### src/dither_stamp_regs.vh
// register offsets, fields, reset values and timing for the dither and stamp control bank
`ifndef DITHER_STAMP_REGS_VH
`define DITHER_STAMP_REGS_VH

// ****************************************************************
// register indices (byte address is four times the index)
// ****************************************************************
`define IDX_DITHER_CONTROL     10'h09D
`define IDX_STAMP_CONTROL      10'h160
`define IDX_LINK_ENABLE        10'h200
`define IDX_LINK_STATUS        10'h3F0

// ****************************************************************
// field positions
// ****************************************************************
`define FLD_DITHER_ON          0
`define FLD_DITHER_SIZE        1
`define FLD_ROUND_TARGET       2
`define FLD_STAMP_INSERTION    0
`define FLD_SERIAL_LINK_ON     0

// ****************************************************************
// reset values
// ****************************************************************
`define RST_STAMP_CONTROL      8'h00
`define RST_LINK_ENABLE        8'h01

// ****************************************************************
// sample layout and latency
// ****************************************************************
`define CONV_WIDTH             12
`define LINK_WIDTH             16
`define CONV_LATENCY           4

`endif

### src/dither_and_stamp_control.v
// dither, sample stamp and serial link enable register bank behind classic Wishbone
//
// How it works
// - dither control reset value comes from the fuse word, captured after reset.
// - dither_on bit 0 turns internal dither on for the converter cores.
// - bit 1 picks dither size: 0 small for noise, 1 large for spurs.
// - bit 2 steers rounding error: 0 into noise, 1 into offset and spurs.
// - stamp_insertion_on puts the external stamp in each output sample lsb.
// - stamp path latency is four cycles longer than the converter sample latency, from the pin synchroniser and filter.
// - stamp bit takes lowest link field bit; converter lsb kept when field wider.
// - control bits per sample reported as zero in lane alignment data.
// - link enable register sits at 0x200 and resets to 0x01.
// - link enable clear holds link in reset, serializers off.
//
// The Wishbone interface to the registers was chosen for this implementation.
`timescale 1ns/10ps
`include "dither_stamp_regs.vh"
module dither_and_stamp_control (
  input  wire                     clk_i,
  input  wire                     rst_i,
  // classic wishbone slave
  input  wire                     cyc_i,
  input  wire                     stb_i,
  input  wire                     we_i,
  input  wire [11:0]              adr_i,
  input  wire [3:0]               sel_i,
  input  wire [31:0]              dat_i,
  output wire [31:0]              dat_o,
  output wire                     ack_o,
  output wire                     err_o,
  // fuse word for the dither control reset value
  input  wire [7:0]               fuse_dither_i,
  // converter sample path and stamp pin
  input  wire [`CONV_WIDTH-1:0]   conv_sample_i,
  input  wire                     conv_valid_i,
  input  wire                     stamp_pin_i,
  output wire [`LINK_WIDTH-1:0]   link_sample_o,
  output wire                     link_valid_o,
  // core controls
  output wire                     dither_on_o,
  output wire                     dither_size_select_o,
  output wire                     rounding_error_target_o,
  output wire                     link_reset_o,
  output wire                     serializer_power_down_o,
  output wire                     serializer_clock_gate_o,
  output wire [7:0]               lane_align_cs_o
);

  // ****************************************************************
  // address decode
  // ****************************************************************
  function [2:0] decode;
    input [9:0] idx;
    begin
      case (idx)
        `IDX_DITHER_CONTROL: decode = 3'h1;
        `IDX_STAMP_CONTROL:  decode = 3'h2;
        `IDX_LINK_ENABLE:    decode = 3'h3;
        `IDX_LINK_STATUS:    decode = 3'h4;
        default:             decode = 3'h0;
      endcase
    end
  endfunction

  localparam [2:0] SEL_NONE   = 3'h0;
  localparam [2:0] SEL_DITHER = 3'h1;
  localparam [2:0] SEL_STAMP  = 3'h2;
  localparam [2:0] SEL_LINK   = 3'h3;
  localparam [2:0] SEL_STATUS = 3'h4;

  localparam [1:0] ST_RESET   = 2'h0;
  localparam [1:0] ST_FUSE    = 2'h1;
  localparam [1:0] ST_RUN     = 2'h2;

  reg  [1:0]                      state_q;
  reg  [7:0]                      dither_q;
  reg  [7:0]                      stamp_ctl_q;
  reg  [7:0]                      link_en_q;
  reg                             ack_q;
  reg                             err_q;
  reg  [31:0]                     rdata_q;
  reg  [2:0]                      stamp_sync_q;
  reg                             stamp_filt_q;
  reg  [`LINK_WIDTH-1:0]          link_sample_q;
  reg                             link_valid_q;

  wire [2:0]                      reg_sel;
  wire                            req;
  wire                            wr_lane0;
  reg  [7:0]                      rd_byte;

  assign reg_sel  = decode(adr_i[11:2]);
  assign req      = cyc_i & stb_i & ~ack_q & ~err_q;
  assign wr_lane0 = req & we_i & sel_i[0] & (state_q == ST_RUN);

  // ****************************************************************
  // reset sequencing and registers
  // ****************************************************************
  always @(posedge clk_i) begin
    if (rst_i) begin
      state_q <= ST_RESET;
    end else begin
      case (state_q)
        ST_RESET: state_q <= ST_FUSE;
        ST_FUSE:  state_q <= ST_RUN;
        ST_RUN:   state_q <= ST_RUN;
        default:  state_q <= ST_RESET;
      endcase
    end
  end

  always @(posedge clk_i) begin
    if (rst_i) begin
      dither_q    <= 8'h00;
      stamp_ctl_q <= `RST_STAMP_CONTROL;
      link_en_q   <= `RST_LINK_ENABLE;
    end else if (state_q == ST_FUSE) begin
      dither_q    <= fuse_dither_i;
    end else if (wr_lane0) begin
      if (reg_sel == SEL_DITHER) begin
        dither_q <= dat_i[7:0];
      end
      if (reg_sel == SEL_STAMP) begin
        stamp_ctl_q <= dat_i[7:0];
      end
      // link registers changed by software order
      if (reg_sel == SEL_LINK) begin
        link_en_q <= dat_i[7:0];
      end
    end
  end

  // ****************************************************************
  // bus answer
  // ****************************************************************
  always @* begin
    case (reg_sel)
      SEL_DITHER: rd_byte = dither_q;
      SEL_STAMP:  rd_byte = stamp_ctl_q;
      SEL_LINK:   rd_byte = link_en_q;
      SEL_STATUS: rd_byte = {5'h00, (state_q == ST_RUN), link_reset_o, stamp_filt_q};
      default:    rd_byte = 8'h00;
    endcase
  end

  always @(posedge clk_i) begin
    if (rst_i) begin
      ack_q   <= 1'b0;
      err_q   <= 1'b0;
      rdata_q <= 32'h00000000;
    end else begin
      ack_q   <= req & (reg_sel != SEL_NONE) & (state_q == ST_RUN);
      err_q   <= req & ((reg_sel == SEL_NONE) | (state_q != ST_RUN));
      rdata_q <= (req & ~we_i) ? {24'h000000, rd_byte} : 32'h00000000;
    end
  end

  assign ack_o = ack_q;
  assign err_o = err_q;
  assign dat_o = rdata_q;

  // ****************************************************************
  // core controls
  // ****************************************************************
  // dither on
  assign dither_on_o             = dither_q[`FLD_DITHER_ON];
  assign dither_size_select_o    = dither_q[`FLD_DITHER_SIZE];
  assign rounding_error_target_o = dither_q[`FLD_ROUND_TARGET];
  assign link_reset_o            = ~link_en_q[`FLD_SERIAL_LINK_ON];
  assign serializer_power_down_o = ~link_en_q[`FLD_SERIAL_LINK_ON];
  assign serializer_clock_gate_o = ~link_en_q[`FLD_SERIAL_LINK_ON];
  assign lane_align_cs_o         = 8'h00;

  // ****************************************************************
  // stamp pin synchroniser
  // ****************************************************************
  always @(posedge clk_i) begin
    if (rst_i) begin
      stamp_sync_q <= 3'h0;
      stamp_filt_q <= 1'b0;
    end else begin
      stamp_sync_q <= {stamp_sync_q[1:0], stamp_pin_i};
      if (stamp_sync_q[1] == stamp_sync_q[2]) begin
        stamp_filt_q <= stamp_sync_q[2];
      end
    end
  end

  // ****************************************************************
  // sample path with stamp insertion
  // ****************************************************************
  wire                            stamp_dly;
  wire [`CONV_WIDTH-1:0]          sample_dly;
  wire                            valid_dly;

  stamp_delay_line u_delay (
    .clk_i    (clk_i),
    .rst_i    (rst_i),
    .stamp_i  (stamp_filt_q),
    .sample_i (conv_sample_i),
    .valid_i  (conv_valid_i),
    .stamp_o  (stamp_dly),
    .sample_o (sample_dly),
    .valid_o  (valid_dly)
  );

  always @(posedge clk_i) begin
    if (rst_i | link_reset_o) begin
      link_sample_q <= {`LINK_WIDTH{1'b0}};
      link_valid_q  <= 1'b0;
    end else begin
      link_valid_q  <= valid_dly;
      link_sample_q <= {sample_dly, {(`LINK_WIDTH-`CONV_WIDTH){1'b0}}};
      if (stamp_ctl_q[`FLD_STAMP_INSERTION]) begin
        // lowest field bit, converter lsb kept
        link_sample_q[0] <= stamp_dly;
      end
    end
  end

  assign link_sample_o = link_sample_q;
  assign link_valid_o  = link_valid_q;
endmodule // dither_and_stamp_control

### src/stamp_delay_line.v
// delay line that carries the timestamp with the same latency as the samples
`timescale 1ns/10ps
`include "dither_stamp_regs.vh"
module stamp_delay_line (
  input  wire                     clk_i,
  input  wire                     rst_i,
  input  wire                     stamp_i,
  input  wire [`CONV_WIDTH-1:0]   sample_i,
  input  wire                     valid_i,
  output wire                     stamp_o,
  output wire [`CONV_WIDTH-1:0]   sample_o,
  output wire                     valid_o
);
  reg  [`CONV_LATENCY-1:0]        stamp_q;
  reg  [`CONV_LATENCY-1:0]        valid_q;
  reg  [`CONV_WIDTH-1:0]          data_q [0:`CONV_LATENCY-1];
  integer                         k;

  // ****************************************************************
  // matched shift stages
  // ****************************************************************
  always @(posedge clk_i) begin
    if (rst_i) begin
      stamp_q <= {`CONV_LATENCY{1'b0}};
      valid_q <= {`CONV_LATENCY{1'b0}};
      for (k = 0; k < `CONV_LATENCY; k = k + 1) begin
        data_q[k] <= {`CONV_WIDTH{1'b0}};
      end
    end else begin
      stamp_q <= {stamp_q[`CONV_LATENCY-2:0], stamp_i};
      valid_q <= {valid_q[`CONV_LATENCY-2:0], valid_i};
      data_q[0] <= sample_i;
      for (k = 1; k < `CONV_LATENCY; k = k + 1) begin
        data_q[k] <= data_q[k-1];
      end
    end
  end

  assign stamp_o  = stamp_q[`CONV_LATENCY-1];
  assign valid_o  = valid_q[`CONV_LATENCY-1];
  assign sample_o = data_q[`CONV_LATENCY-1];
endmodule // stamp_delay_line
### config.mk
export PLATFORM = sky130hd
export DESIGN_NAME = dither_and_stamp_control
export DESIGN_NICKNAME = d
export VERILOG_FILES = /design/src/dither_and_stamp_control.v /design/src/stamp_delay_line.v
export VERILOG_INCLUDE_DIRS = /design/src
export SDC_FILE = /design/constraint.sdc
export NUM_CORES = 1
export LEC_CHECK = 0
export BUFFER_PORTS_ARGS = -buffer_cell sky130_fd_sc_hd__buf_2
export CAP_MARGIN = 0
export CELL_PAD_IN_SITES_DETAIL_PLACEMENT = 1
export CELL_PAD_IN_SITES_GLOBAL_PLACEMENT = 1
export CORE_MARGIN = 4
export CORE_UTILIZATION = 36
export DETAILED_ROUTE_END_ITERATION = 8
export GPL_TIMING_DRIVEN = 0
export PLACE_DENSITY = 0.82
export SLEW_MARGIN = 5
export SYNTH_ARGS = -nofsm -noshare
export SYNTH_HDL_FRONTEND = slang
export SYNTH_SLANG_ARGS = --single-unit
### constraint.sdc
create_clock -name clk_i -period 2.5 [get_ports clk_i]
set_input_delay 0.125 -clock clk_i [delete_from_list [all_inputs] [get_ports clk_i]]
set_output_delay 0.125 -clock clk_i [all_outputs]
set_load 0.005 [all_outputs]
==> results.json <==
{
  "status": "finished clean",
  "worstMarginPinSlew_ns": 0.983,
  "synthAdderAreaFrac_pct": 0.964,
  "grt_usage_pct": 14.8,
  "synth_mux_area_share_pct": 0.514,
  "synth_ff_type": "dfxtp_1",
  "maxSlewHeadroom_pct": 33.7,
  "arrival_ns": 2.54,
  "synth.distinct_cells": 38,
  "ys_warn_count": 0,
  "start_util_pct": 37.4,
  "std_cell_rows": 37,
  "postSynthCellCount": 381,
  "die_x_um": 112,
  "fin_ws_ns": 0.263,
  "p_sw_share_pct": 23.9,
  "routedWlPerCell_um": 14.2,
  "grt_pass1_vias": 3026,
  "finalMaxSlewViolations": 0,
  "synth_compound_area_share_pct": 11.5,
  "drive_gt1_share_pct": 26.0,
  "maxCapViolations": 0,
  "synth_top_family_by_area": "simple AND/OR/NAND/NOR gates",
  "clk_latency_ns": 0.37,
  "die_h_um": 112,
  "routed_wl_mm": 9.29,
  "fin_setup_tns_ns": 0,
  "synth_xor_xnor_area_share_pct": 0,
  "period_needed_ns": 2.24,
  "antenna_left": 0,
  "async_flop_share_pct": 0,
  "required_ns": 2.80,
  "p_leak_uw": 0.00215,
  "grt_setup_unrepaired": "false",
  "io_pins": 140,
  "firstDrtPassIters": 4,
  "synth_edf_count": 0,
  "area_growth_pct": 25.9,
  "path_class": "flop to flop",
  "synth-seq-area-share_pct": 56.6,
  "finalClockSkew_ns": 0.0130,
  "fin_crit_sh_pct": 89.5,
  "cts_buffer_depth": 2,
  "path_max_fanout": 10,
  "n_fill_cell": 1215,
  "hold_slack_ns": 0.0350,
  "hold_path_class": "input pin to flop",
  "ir_drop_uv": 261,
  "core_region_area_sq_um": 10400,
  "power_switching_uw": 761,
  "insertedDiodeCount": 0,
  "cp-end-kind": "flop",
  "internal_power_uw": 2420,
  "power_frac_seq_pct": 57.4,
  "vias": 2977,
  "avgSynthCellArea_sq_um": 10.2,
  "cts_buffers": 9,
  "setup_viol": 0,
  "dp_hpwl_mm": 6.79,
  "finalHoldViolCount": 0,
  "port_buffers": 74,
  "dieArea_sq_um": 12500,
  "cts_resized": 0,
  "combinationalPowerShare_pct": 9.0,
  "drc": 0,
  "ctsHtreeMaxLevel": 3,
  "fmax_mhz": 447,
  "dp_slack_ns": 0.290,
  "power.density_nw_per_um2": 650,
  "synth-simple-area-share_pct": 20.4,
  "clock-sinks": 110,
  "netlist_area_sq_um": 3890,
  "grt_pass1_wl_mm": 14.9,
  "grt_antenna_before_repair": 0,
  "grt_max_degree": 19,
  "cts_tree": "built",
  "drt_iter0_markers": 199,
  "nets": 592,
  "clkTransAtPathRegs_ns": 0.10,
  "gp_congestion": 0.887,
  "grt_remaining_overflow": 0,
  "worst_setup_path_start_kind": "flop",
  "cts-root-buf": "clkbuf_8",
  "ys_ff_latch": 110,
  "vias_per_cell": 4.55,
  "clkPwrFrac_pct": 33.6
}
routing by layer:
layer	share of wire, %	GRT usage (%)	up-vias	wire [um]
li1	-	-	1485	-
met1	43	18.2	1368	3960
met2	48	25.0	108	4430
met3	7.8	3.37	16	720
met4	1.9	6.25	0	181
met5	0	0	-	0
timing repair:
item	CTS	global route
setup buffers	0	0
hold buffers	14	0
hold endpoints to repair	14	0
cell type report:
cell class / instances / area [sq um] / area share, %
clock inverters: 6 / 71.3 / 1.46
plain buffers: 59 / 373 / 7.61
clock buffers: 10 / 128 / 2.60
well taps: 136 / 170 / 3.47
inverters: 4 / 15.0 / 0.306
flip-flops and latches: 110 / 2200 / 44.9
repair buffers: 88 / 510 / 10.4
multi-input cells: 242 / 1430 / 29.2
critical path, stage by stage, from the launching register on:
cell and delay, ns:
dfxtp_1 0.32, inv_1 0.07, ha_1 0.14, clkbuf_1 0.35, or3_1 0.18, clkbuf_1 0.33
clkbuf_1 0.46, o21ai_1 0.16, a21oi_1 0.16
cell usage in the layout, fill, tap and decap left out, types with 13 or more instances in the layout:
master	instances
dlygate4sd3_1	14
conb_1	35
o21ai_1	21
a21oi_1	25
dfxtp_1	110
buf_4	37
nor2b_1	66
buf_2	78
and2_1	13
clkbuf_1	17
nand3_1	19
path summary, 6_finish.rpt:
path / start / to / slack (ns) / cells after the start
setup / recovery: state_q[1] / stamp_ctl_q[6] / 0.26 / 8
hold / removal: dat_i[3] / link_en_q[3] / 0.03 / 3
setup reg to reg: state_q[1] / stamp_ctl_q[6] / 0.26 / 8
hold reg to reg: u_delay.data_q[3][11] / link_sample_o[15] / 0.44 / 1
metrics by stage:
stage,cell area [sq um],total power [uW],utilization (%),std cells
after global routing,4900,3340,47.1,655
after global placement,4560,2120,43.8,625
after detailed placement,4560,2130,43.8,625
after CTS,4900,3210,47.1,655
final,4900,3180,47.1,655
after floorplan,4020,2040,-,415
synthesized netlist by cell type (6+ instances only):
cell type,instances,area share (%)
dfxtp_1,110,57
nor2b_1,66,11
buf_4,37,7.1
a21oi_1,25,3.2
o21ai_1,21,2.7
nand3_1,19,2.4
clkbuf_1,16,1.5
and2_1,13,2.1
nor2_1,8,0.77
and3_1,7,1.1
a22oi_1,6,1.2
cells by family after synthesis:
logic type | after synthesis
and+or+nand+nor | 131
muxes | 2
DFF | 110
adders and majority gates | 3
AOI/OAI and AO/OA | 71
other | 1
buffers and inverters | 63
power groups by stage:
stage | sequential (uW) | combinational (uW) | clock (uW)
CTS | 1830 | 284 | 1090
global placement | 1870 | 256 | 0
detailed placement | 1870 | 265 | 0
finish | 1830 | 286 | 1070
global route | 1840 | 322 | 1180
floorplan | 1860 | 175 | 0
registers in the layout, summed over array words and instances (netlist names):
register and cells:
u_delay.data_q 48, state_q 2, err_o 1, dither_q 8
u_delay.stamp_q 4, link_en_q 8, stamp_filt_q 1, u_delay.valid_q 4
ack_o 1, dat_o 8, stamp_sync_q 3, stamp_ctl_q 8
link_sample_o 13, link_valid_o 1
No activity file was read; power rests on OpenSTA's default activity.
